File: config.mk
export PLATFORM = sky130hd
export DESIGN_NAME = dss_select
export DESIGN_NICKNAME = d
export VERILOG_FILES = /design/src/logic/dss_pkg.sv /design/src/logic/dss_select.sv
export SDC_FILE = /design/constraint.sdc
export NUM_CORES = 1
export LEC_CHECK = 0
export CAP_MARGIN = 0
export CORE_ASPECT_RATIO = 0.5
export CORE_MARGIN = 2
export CORE_UTILIZATION = 55
export DETAILED_ROUTE_END_ITERATION = 8
export DONT_BUFFER_PORTS = 1
export MAX_ROUTING_LAYER = met4
export PLACE_DENSITY_LB_ADDON = 0.3
export SETUP_SLACK_MARGIN = 0.05
export SLEW_MARGIN = 5
export SYNTH_ARGS = -nofsm -noshare
export SYNTH_HDL_FRONTEND = slang
export SYNTH_SLANG_ARGS = --single-unit
export TNS_END_PERCENT = 50
File: constraint.sdc
create_clock -name clk -period 4.4 [get_ports clk]
set_input_delay 0.22 -clock clk [delete_from_list [all_inputs] [get_ports clk]]
set_output_delay 0.22 -clock clk [all_outputs]
set_load 0.03 [all_outputs]
File: src/logic/dss_pkg.sv
package dss_pkg;

  // Register offsets (byte addresses, one word each)
  localparam logic [7:0] DSS_OFS_CMD1   = 8'h00;
  localparam logic [7:0] DSS_OFS_FRQ1   = 8'h04;
  localparam logic [7:0] DSS_OFS_CMD2   = 8'h08;
  localparam logic [7:0] DSS_OFS_FRQ2   = 8'h0C;
  localparam logic [7:0] DSS_OFS_TFN0   = 8'h10;
  localparam logic [7:0] DSS_OFS_TFN4   = 8'h20;
  localparam logic [7:0] DSS_OFS_STATUS = 8'h24;

  // Values after reset
  localparam logic [1:0] DSS_RST_CMD = 2'h1;
  localparam logic [3:0] DSS_RST_FRQ = 4'h0;
  localparam logic [4:0] DSS_RST_TFN = 5'h00;
  localparam logic [4:0] DSS_RST_TFN4 = 5'h04;

  // Terminal function meaning second source
  localparam logic [4:0] DSS_FN_SECOND_SRC = 5'h16;
  localparam int         DSS_NUM_TERM      = 5;
  localparam int         DSS_STD_TERM      = 3;

  // Command source codes
  typedef enum logic [1:0] {
    DSS_CMD_KEYPAD = 2'b00,
    DSS_CMD_FWD_REV = 2'b01,
    DSS_CMD_RUN_DIR = 2'b10,
    DSS_CMD_SERIAL = 2'b11
  } dss_cmd_t;

  // Frequency source codes
  localparam logic [3:0] DSS_FRQ_KEY1   = 4'h0;
  localparam logic [3:0] DSS_FRQ_KEY2   = 4'h1;
  localparam logic [3:0] DSS_FRQ_POT    = 4'h2;
  localparam logic [3:0] DSS_FRQ_VOLT   = 4'h3;
  localparam logic [3:0] DSS_FRQ_I2I    = 4'h4;
  localparam logic [3:0] DSS_FRQ_I2V    = 4'h5;
  localparam logic [3:0] DSS_FRQ_POT_I  = 4'h6;
  localparam logic [3:0] DSS_FRQ_POT_V  = 4'h7;
  localparam logic [3:0] DSS_FRQ_POT_VOLT = 4'h8;
  localparam logic [3:0] DSS_FRQ_SERIAL = 4'h9;
  localparam logic [3:0] DSS_FRQ_UPDOWN = 4'hA;

  // Run command to the speed control
  typedef struct packed {
    logic run;
    logic reverse;
  } dss_run_t;

  // Frequency reference routing, one flag per source
  typedef struct packed {
    logic keypad1;
    logic keypad2;
    logic pot;
    logic volt_in;
    logic cur_in;
    logic shared_volt;
    logic serial;
    logic updown;
  } dss_frq_route_t;

endpackage

File: src/logic/dss_select.sv
// Local design decisions: the strobed register port and the register addresses.
`timescale 1ns/1ps
// How it works
// - Terminal coded 22 acts as source selector
// - Selector off: first command and frequency sources
// - Selector on: second command and frequency sources
// - Both sources switch together, same cycle
// - Code 0 keypad keys, code 3 serial
// - Code 1: forward input forward, reverse reverse
// - Code 2: forward run/stop, reverse sets direction
// - Frequency codes 0,1 pick keypad settings
// - Codes 2-5 pot, voltage, current, shared voltage
// - Codes 6-8 combine pot with another input
// - Serial and shared-input codes need advanced variant
// - Terminals four and five only on advanced
// - Code 2 keeps running while forward on
// - Back to serial source stops if commanded
// - Forward off at switch means stop
module dss_select
  import dss_pkg::*;
(
  input  wire logic                  clk,
  input  wire logic                  resetn,
  input  wire logic [7:0]            addr,
  input  wire logic [31:0]           wdata,
  input  wire logic                  wr_stb,
  input  wire logic                  rd_stb,
  output logic [31:0]                rdata,
  input  wire logic [4:0]            term_in,
  input  wire logic                  forward_run_input,
  input  wire logic                  reverse_input,
  input  wire logic                  key_run,
  input  wire logic                  key_stop,
  input  wire logic                  advanced_io,
  input  wire logic                  serial_run,
  input  wire logic                  serial_reverse,
  output dss_run_t                   run_cmd,
  output logic                       stop_request,
  output logic                       second_active,
  output dss_frq_route_t             frq_route,
  output logic                       cfg_invalid
);

  // Pin synchronisers; first stage feeds only the second
  // The variant strap goes through them too, it is a pin like the rest
  logic [9:0] pin_meta_q;
  logic [9:0] pin_sync_q;
  logic       key_run_prev_q;
  always_ff @(posedge clk) begin
    pin_meta_q <= {advanced_io, key_stop, key_run, reverse_input, forward_run_input, term_in};
    pin_sync_q <= pin_meta_q;
  end

  wire logic [4:0] term_s  = pin_sync_q[4:0];
  wire logic       fwd_s   = pin_sync_q[5];
  wire logic       rev_s   = pin_sync_q[6];
  wire logic       krun_s  = pin_sync_q[7];
  wire logic       kstop_s = pin_sync_q[8];
  wire logic       adv_s   = pin_sync_q[9];

  // Settings registers
  dss_cmd_t   cmd1_q, cmd2_q;
  logic [3:0] frq1_q, frq2_q;
  logic [4:0] tfn_q [DSS_NUM_TERM];

  function automatic logic hit(input logic [7:0] a, input logic [7:0] ofs);
    hit = (a == ofs);
  endfunction

  wire logic wr_cmd1 = wr_stb && hit(addr, DSS_OFS_CMD1);
  wire logic wr_frq1 = wr_stb && hit(addr, DSS_OFS_FRQ1);
  wire logic wr_cmd2 = wr_stb && hit(addr, DSS_OFS_CMD2);
  wire logic wr_frq2 = wr_stb && hit(addr, DSS_OFS_FRQ2);

  always_ff @(posedge clk) begin
    if (!resetn) begin
      cmd1_q <= dss_cmd_t'(DSS_RST_CMD);
      cmd2_q <= dss_cmd_t'(DSS_RST_CMD);
      frq1_q <= DSS_RST_FRQ;
      frq2_q <= DSS_RST_FRQ;
    end else begin
      if (wr_cmd1) cmd1_q <= dss_cmd_t'(wdata[1:0]);
      if (wr_frq1) frq1_q <= wdata[3:0];
      if (wr_cmd2) cmd2_q <= dss_cmd_t'(wdata[1:0]);
      if (wr_frq2) frq2_q <= wdata[3:0];
    end
  end

  // Terminal function codes, one word each
  for (genvar t = 0; t < DSS_NUM_TERM; t++) begin : g_tfn
    localparam logic [7:0] OFS = DSS_OFS_TFN0 + 8'(4 * t);
    localparam logic [4:0] RST = (t == DSS_NUM_TERM - 1) ? DSS_RST_TFN4 : DSS_RST_TFN;
    always_ff @(posedge clk) begin
      if (!resetn) begin
        tfn_q[t] <= RST;
      end else if (wr_stb && hit(addr, OFS)) begin
        tfn_q[t] <= wdata[4:0];
      end
    end
  end

  // Selector candidates; upper two terminals only on advanced parts
  logic [4:0] sel_hit;
  always_comb begin
    for (int t = 0; t < DSS_NUM_TERM; t++) begin
      sel_hit[t] = (tfn_q[t] == DSS_FN_SECOND_SRC) && term_s[t]
                   && ((t < DSS_STD_TERM) || adv_s);
    end
  end

  // One register drives both multiplexers, so they never split
  logic sel_q;
  always_ff @(posedge clk) begin
    if (!resetn) sel_q <= 1'b0;
    else         sel_q <= |sel_hit;
  end

  // Active set selection
  wire dss_cmd_t   cmd_act = sel_q ? cmd2_q : cmd1_q;
  wire logic [3:0] frq_act = sel_q ? frq2_q : frq1_q;

  // Codes that need the advanced variant
  function automatic logic frq_needs_adv(input logic [3:0] c);
    frq_needs_adv = (c == DSS_FRQ_I2I) || (c == DSS_FRQ_I2V) || (c == DSS_FRQ_POT_I)
                    || (c == DSS_FRQ_POT_V) || (c == DSS_FRQ_SERIAL);
  endfunction

  wire logic cmd_bad = ((cmd_act == DSS_CMD_SERIAL) && !adv_s);
  wire logic frq_bad = (frq_needs_adv(frq_act) && !adv_s)
                       || (frq_act > DSS_FRQ_UPDOWN);

  // Keypad run latch; run key edge sets, stop key clears
  logic key_latch_q;
  always_ff @(posedge clk) begin
    if (!resetn) begin
      key_latch_q    <= 1'b0;
      key_run_prev_q <= 1'b0;
    end else begin
      key_run_prev_q <= krun_s;
      if (kstop_s)                        key_latch_q <= 1'b0;
      else if (krun_s && !key_run_prev_q) key_latch_q <= 1'b1;
    end
  end

  // Run command from the active source; terminal and serial codes follow the level at once, keypad uses the latch
  dss_run_t run_d;
  always_comb begin
    run_d = '0;
    case (cmd_act)
      DSS_CMD_KEYPAD: begin
        run_d.run = key_latch_q;
      end
      DSS_CMD_FWD_REV: begin
        run_d.run     = fwd_s ^ rev_s;
        run_d.reverse = rev_s && !fwd_s;
      end
      DSS_CMD_RUN_DIR: begin
        run_d.run     = fwd_s;
        run_d.reverse = rev_s;
      end
      DSS_CMD_SERIAL: begin
        run_d.run     = serial_run;
        run_d.reverse = serial_reverse;
      end
      default: run_d = '0;
    endcase
    if (cmd_bad) run_d = '0;
  end

  // Frequency routing decode
  dss_frq_route_t frq_d;
  always_comb begin
    frq_d = '0;
    case (frq_act)
      DSS_FRQ_KEY1:   frq_d.keypad1 = 1'b1;
      DSS_FRQ_KEY2:   frq_d.keypad2 = 1'b1;
      DSS_FRQ_POT:    frq_d.pot = 1'b1;
      DSS_FRQ_VOLT:   frq_d.volt_in = 1'b1;
      DSS_FRQ_I2I:    frq_d.cur_in = 1'b1;
      DSS_FRQ_I2V:    frq_d.shared_volt = 1'b1;
      DSS_FRQ_POT_I:  begin frq_d.pot = 1'b1; frq_d.cur_in = 1'b1; end
      DSS_FRQ_POT_V:  begin frq_d.pot = 1'b1; frq_d.shared_volt = 1'b1; end
      DSS_FRQ_POT_VOLT: begin frq_d.pot = 1'b1; frq_d.volt_in = 1'b1; end
      DSS_FRQ_SERIAL: frq_d.serial = 1'b1;
      DSS_FRQ_UPDOWN: frq_d.updown = 1'b1;
      default:        frq_d = '0;
    endcase
    if (frq_bad) frq_d = '0;
  end

  // Output registers; stop request marks a falling run
  dss_run_t       run_q;
  dss_frq_route_t frq_q;
  logic           stop_q, sec_q, bad_q;
  always_ff @(posedge clk) begin
    if (!resetn) begin
      run_q  <= '0;
      frq_q  <= '0;
      stop_q <= 1'b0;
      sec_q  <= 1'b0;
      bad_q  <= 1'b0;
    end else begin
      run_q  <= run_d;
      frq_q  <= frq_d;
      stop_q <= run_q.run && !run_d.run;
      sec_q  <= sel_q;
      bad_q  <= cmd_bad || frq_bad;
    end
  end

  assign run_cmd       = run_q;
  assign frq_route     = frq_q;
  assign stop_request  = stop_q;
  assign second_active = sec_q;
  assign cfg_invalid   = bad_q;

  // Read path; data stand only in the cycle after the strobe
  logic [31:0] rd_mux;
  logic [31:0] rdata_q;
  always_comb begin
    rd_mux = 32'h0000_0000;
    if (hit(addr, DSS_OFS_CMD1)) rd_mux[1:0] = cmd1_q;
    if (hit(addr, DSS_OFS_FRQ1)) rd_mux[3:0] = frq1_q;
    if (hit(addr, DSS_OFS_CMD2)) rd_mux[1:0] = cmd2_q;
    if (hit(addr, DSS_OFS_FRQ2)) rd_mux[3:0] = frq2_q;
    for (int t = 0; t < DSS_NUM_TERM; t++) begin
      if (hit(addr, DSS_OFS_TFN0 + 8'(4 * t))) rd_mux[4:0] = tfn_q[t];
    end
    // Status is a snapshot of the registered outputs and of the synchronised variant strap
    if (hit(addr, DSS_OFS_STATUS)) begin
      rd_mux[15:0] = {bad_q, adv_s, sec_q, run_q, frq_q, 1'b0, stop_q, 1'b0};
    end
  end

  always_ff @(posedge clk) begin
    if (!resetn)     rdata_q <= 32'h0000_0000;
    else if (rd_stb) rdata_q <= rd_mux;
    else             rdata_q <= 32'h0000_0000;
  end
  assign rdata = rdata_q;

  // Checks next to the logic
  a_sel_follows_term: assert property (@(posedge clk) disable iff (!resetn)
    (|sel_hit) |=> sel_q)
    else $error("selector did not follow terminal");
  a_first_set_used: assert property (@(posedge clk) disable iff (!resetn)
    !sel_q |-> (cmd_act == cmd1_q && frq_act == frq1_q))
    else $error("first set not used");
  a_second_set_used: assert property (@(posedge clk) disable iff (!resetn)
    sel_q |-> (cmd_act == cmd2_q && frq_act == frq2_q))
    else $error("second set not used");
  a_switch_together: assert property (@(posedge clk) disable iff (!resetn)
    $changed(sel_q) |=> $changed(sec_q) && (frq_q == $past(frq_d)) && (run_q == $past(run_d)))
    else $error("sources did not switch together");
  a_term_mode_runs: assert property (@(posedge clk) disable iff (!resetn)
    (cmd_act == DSS_CMD_RUN_DIR && !cmd_bad && fwd_s) |=> run_cmd.run)
    else $error("run lost while forward on");
  a_fwd_off_stops: assert property (@(posedge clk) disable iff (!resetn)
    (cmd_act == DSS_CMD_FWD_REV && !fwd_s && !rev_s) ##1 $past(run_q.run) |-> stop_request)
    else $error("no stop with forward off");
  a_std_no_upper: assert property (@(posedge clk) disable iff (!resetn)
    !adv_s |-> (sel_hit[4:3] == 2'b00))
    else $error("upper terminal used on standard part");
  a_adv_only_code: assert property (@(posedge clk) disable iff (!resetn)
    (!adv_s && frq_needs_adv(frq_act)) |=> (frq_route == '0) && cfg_invalid)
    else $error("advanced code accepted");
  a_combo_pot: assert property (@(posedge clk) disable iff (!resetn)
    (frq_act == DSS_FRQ_POT_VOLT) |=> (frq_route.pot && frq_route.volt_in))
    else $error("pot combination wrong");
  a_serial_stop: assert property (@(posedge clk) disable iff (!resetn)
    (cmd_act == DSS_CMD_SERIAL && adv_s && !serial_run) |=> !run_cmd.run)
    else $error("serial stop ignored");

  // Refusals and pulse shape
  a_sel_drops: assert property (@(posedge clk) disable iff (!resetn)
    !(|sel_hit) |=> !sel_q)
    else $error("selector stuck on");
  a_both_fwd_rev: assert property (@(posedge clk) disable iff (!resetn)
    (cmd_act == DSS_CMD_FWD_REV && fwd_s && rev_s) |=> !run_cmd.run)
    else $error("run with both inputs on");
  a_keypad_stop_wins: assert property (@(posedge clk) disable iff (!resetn)
    (cmd_act == DSS_CMD_KEYPAD && kstop_s) ##1 (cmd_act == DSS_CMD_KEYPAD) |=> !run_cmd.run)
    else $error("keypad stop ignored");
  a_stop_one_cycle: assert property (@(posedge clk) disable iff (!resetn)
    stop_request |=> !stop_request)
    else $error("stop request longer than one cycle");
  a_code_range: assert property (@(posedge clk) disable iff (!resetn)
    (frq_act > DSS_FRQ_UPDOWN) |=> (frq_route == '0) && cfg_invalid)
    else $error("out of range code accepted");

  c_to_second: cover property (@(posedge clk) disable iff (!resetn) $rose(sec_q));
  c_back_first: cover property (@(posedge clk) disable iff (!resetn) $fell(sec_q));
  c_stop_on_switch: cover property (@(posedge clk) disable iff (!resetn)
    $changed(sel_q) ##1 stop_request);
  c_keypad_run: cover property (@(posedge clk) disable iff (!resetn)
    (cmd_act == DSS_CMD_KEYPAD) && run_cmd.run);
  c_bad_code: cover property (@(posedge clk) disable iff (!resetn)
    $rose(cfg_invalid));

endmodule // dss_select

== Word-level counts from Yosys, hierarchy flattened ==
Memory sizes are Yosys's and may differ from the RTL's.
Index checks and enable logic that the tools add are counted.

* Flip-flop bits (word level): 80
* RAM bits: 25
* Bits of input ports: 56
* Output and inout port bits: 45
* Word-level logic and storage cells: 152
* Memories kept: 1

* Order comparisons: 1
* Eq/ne operators: 27
* Multiplexer cells: 44
* Bitwise logic cells: 8
* Reduce and logical (&&, ||, !) cells: 45

{| class="wikitable"
|+ Memory list
! memory !! depth !! width !! rd ports !! clocked after Yosys merged registers in !! write ports !! RTL line !! RTL
|-
| tfn_q || 5 || 5 || 5 || 0 || 5 || dss_select.sv:64 || <nowiki>logic [4:0] tfn_q [DSS_NUM_TERM];</nowiki>
|}

{| class="wikitable"
|+ Operators by type and width
! kind !! count
|-
| two-way mux 5 bit || 11
|-
| == test 8 x 5 -> 1 bit, second input constant || 4
|-
| == test 5 bit, second input constant || 5
|-
| two-way mux 1 bit || 24
|-
| logical AND 1 bit || 21
|-
| == test 4 x 3 -> 1 bit, second input constant || 4
|-
| == test 8 x 4 -> 1 bit, second input constant || 2
|-
| == test 8 x 6 -> 1 bit, second input constant || 2
|-
| == test 4 bit, second input constant || 3
|-
| two-way mux 4 bit || 3
|-
| OR reduction 2 bit || 6
|-
| == test 4 x 2 -> 1 bit, second input constant || 2
|-
| == test 8 x 3 -> 1 bit, second input constant || 1
|-
| logical NOT 8 bit || 1
|-
| two-way mux 2 bit || 4
|-
| logical OR 1 bit || 6
|-
| OR 1 bit || 5
|-
| OR reduction 5 bit || 1
|-
| == test 2 bit, second input constant || 2
|-
| == test 4 x 1 -> 1 bit, second input constant || 1
|-
| > comparator 4 bit, second input constant || 1
|-
| logical NOT 1 bit || 4
|-
| logical NOT 4 bit || 1
|-
| one-hot mux 1 bit (4 select lines) || 1
|-
| other kinds (9) || 10
|}

== Depth between registers and ports, before layout ==
* Depth in word-level cells: 11
* Mapped depth: 7
* Depth with buffers taken out: 6

== Worst setup path before layout ==
OpenSTA, ideal clock, no wires.

* Kind: in2reg
* Start: input addr[3]
* End: memory tfn_q[1][0], enable pin
* Arrival: 1338 ps
* Required time: 4026 ps
* Setup slack: 2688 ps
* Cell stages on the path: 4
* Buffers on the path: 1
* Path through: buf_4 > nor3_1 > nand2_1 > o21ai_0

{| class="wikitable"
|+ RTL lines
! element !! RTL line !! RTL
|-
| from (decl) || dss_select.sv:24 || <nowiki>input wire logic [7:0] addr,</nowiki>
|-
| to (decl) || dss_select.sv:64 ||
|}

== Final worst setup path ==
* Start: register sel_q
* End: register run_q, in the netlist run_cmd[1]

* Longest elaborated chain between the ends: 4
* Elaborated cells between the ends (all ways): 8
* Classes of those cells: 3 x eq/ne; 3 x mux; 2 x reduce/logical

{| class="wikitable"
|+ RTL lines
! element !! RTL line !! RTL
|-
| from (decl) || dss_select.sv:112 || <nowiki>logic sel_q;</nowiki>
|-
| from (signal assigned) || dss_select.sv:115 || <nowiki>else sel_q <= |sel_hit;</nowiki>
|-
| two-way mux 2 bit * || dss_select.sv:119 || <nowiki>wire dss_cmd_t cmd_act = sel_q ? cmd2_q : cmd1_q;</nowiki>
|-
| == test 2 bit, or another cell as far along || dss_select.sv:128, dss_select.sv:149 ||
|-
| one-hot mux 1 bit (4 select lines) / logical AND 1 bit (equally long branches) || dss_select.sv:149, dss_select.sv:128 ||
|-
| two-way mux 2 bit * || dss_select.sv:167 || <nowiki>if (cmd_bad) run_d = '0;</nowiki>
|-
| to (signal assigned) || dss_select.sv:203 || <nowiki>run_q <= run_d;</nowiki>
|-
| to (decl) || dss_select.sv:192 || <nowiki>dss_run_t run_q;</nowiki>
|}

Mark *: on every way between the ends. The rest lies on a longest branch, timed or not.
A chain may end at the register's enable or synchronous reset.

==> metrics <==
vias in the first global route=2313; Resize count post-CTS=0; Placed Cells=422; CP peak stage delay=620 ps; Avg Cell Area, Syn=11.0 um2; final worst path period share=41.4%; Area Growth Syn to Fin=10.4%; CP Cell Sequence=mux2i_1, mux2i_1, nor2_1, a21oi_1, and2_1; WL met3=823 um; clock slew at reported path FFs=60 ps; Clk Latency, worst-skew pair=340 ps; Slew headroom=52.5%; post-DR wirelength/cell=17.0 um; DRC errors left=0; CP Max Fanout=9; peak supply drop=~0.23 mV; Hold-fix buffers, CTS=11; Startpoint Class=register; setup TNS=0 ps; share of Yosys cell area claimed by the top area cell type=around a third; fill cell count=roughly 530; Seq cells post-synth=between 80 and 90; DIE AREA=about 0.0076 mm2; Slowest cell on crit path=dfxtp_1; Worst Path Arrival=2110 ps; CTS max path bufs=2; power per standard cell area=413 mW/mm2; Post-CTS Setup Repair Bufs=0; fraction of layout cells with a size suffix above 1=between 10% and 20%; Antenna Cells=0; final setup fails=0; fin cells=between 400 and 500; Reg2Reg Depth=5; Util after Layout=62.4%; synth top area cells=dfxtp_1 34%, edfxtp_1 20%, and2_1 6.6%; Post-DRT Antenna Nets=0; Yosys cell types=48; met2 wire length=3.35 mm; Die Wd=121 um; fmax=~550 MHz; status=finished, final reports clean; Crit. End Element=register; crit path kind=register to register; CTS tree=done; top post-synthesis cells by count=64 x dfxtp_1, 40 x and2_1, 27 x nand2_1; Final Hold Fails=0; Max Cap Viol=0; Max Slew Vio Count=0; Final #Nets=410; drt initial violations=219; asr flop ratio synth=0%; CTS sink cnt=89; Post-synth EDFFs=25; RSZ-0062 raised after global routing=false; TritonCTS Buffers=9; CTS root buffer=clkbuf_16; post-DP HPWL=5.44 mm; GRT Total Usage=around 22%; Die Ht=between 60 and 70 um; global-route wire length before repair=between 10 and 15 mm; highest metal used=met4; final wirelength=7.64 mm; Post-Syn Area=0.00377 mm2; TritonRoute pass-1 iters=4; H-tree levels=3; yosys warns=0; grt total ovfl=0; Port Buf Inserts=0; crit path time final=1820 ps; Synth Flop Type=dfxtp_1; Via-to-Cell Ratio=5.56; Seq/Total Area, Yosys=a little over half; Ports=between 100 and 150; # rows=21; initial antenna violation count=0; most used cell, CP=mux2i_1; area leader, netlist=dfxtp_1; hold path cells=2; via count=about 2500; static leakage=0.00161 uW; clock skew=between 6 and 7 ps; Core ar.=0.00667 mm2; Slew @ Worst Pin=just over 700 ps; Syn Inst Count=between 300 and 400; worst hold path class=input pin to register; gpl congestion=0.921; largest net degree at the start of global routing=28; most numerous cell in the Yosys netlist=dfxtp_1; initial core utilization=between 50% and 60%; Hold Slack=about 9.4 ps; Critical Path RT=4690 ps; M1 wire length=3.31 mm
layout by cell type, fill, tap and decap left out, drive strengths merged, types with 11 or more instances in the layout:
cell | netlist | final
mux2i | 21 | 21
dlygate4sd3 | 0 | 12
edfxtp | 25 | 25
and2 | 42 | 42
clkbuf | 3 | 11
o21ai | 13 | 13
nand3 | 21 | 21
nor2 | 12 | 12
dfxtp | 64 | 64
nor2b | 13 | 13
nand2 | 27 | 27
a21oi | 12 | 12
conb | 1 | 16
flip-flops by register name, summed over array words and instances (netlist names):
register / count
frq1_q: 4
rdata: 16
key_run_prev_q: 1
pin_meta_q: 10
second_active: 1
tfn_q: 25
frq_route: 8
frq2_q: 4
pin_sync_q: 10
run_cmd: 2
key_latch_q: 1
sel_q: 1
cmd2_q: 2
stop_request: 1
cmd1_q: 2
cfg_invalid: 1
path summary, 6_finish.rpt:
path                         to  slack, ps           from
setup / recovery     run_cmd[1]       2580          sel_q
hold / removal        cmd2_q[0]          9       wdata[0]
setup reg to reg     run_cmd[1]       2580          sel_q
hold reg to reg   pin_sync_q[3]        330  pin_meta_q[3]
cell families after synthesis:
| family | after synthesis | share of synthesized area [%] |
|---|---|---|
| and+or+nand+nor | 147 | 24.0 |
| DFF | 89 | 53.8 |
| AOI/OAI and AO/OA | 42 | 6.96 |
| buffers and inverters | 33 | 5.87 |
| muxes | 31 | 8.85 |
| adders and majority gates | 1 | 0.332 |
| other | 1 | 0.0994 |
report_power, final:
part | internal, uW | switching, uW
Clock | 439 | 321
Sequential | 867 | 19.2
Combinational | 32.3 | 44.0
metal layers:
| layer | global-route usage (%) | up-vias |
|---|---|---|
| met2 | 32.6 | 118 |
| li1 | - | 1192 |
| met3 | 8.85 | 16 |
| met1 | 27.4 | 1177 |
| met5 | - | - |
| met4 | 8.48 | 0 |
critical path, delay by kind of cell, from the launching register on:
| family | cells | cell delay [ps] |
|---|---|---|
| AO/OA/AOI/OAI | 1 | 160 |
| flip-flops | 1 | 620 |
| multiplexers | 2 | 790 |
| AND/OR/NAND/NOR | 2 | 190 |
per-stage QoR:
stage          power (uW)  setup WS, ps  area, um2
3_3_place_gp          967          2560       3740
4_1_cts              1740          2600       4160
3_5_place_dp          970          2510       3740
6_report             1720          2580       4170
2_1_floorplan         980          2690       3830
5_1_grt              1780          2390       4170
final cells by class:
type	instances	area [um2]	share of cell area, %
flip-flops and latches	89	2030	48.8
repair buffers	12	120	2.88
multi-input cells	237	1580	37.8
inverters	4	15.0	0.360
well taps	92	115	2.76
clock buffers	11	264	6.34
clock inverters	5	43.8	1.05
No activity file was read; power rests on OpenSTA's default activity.
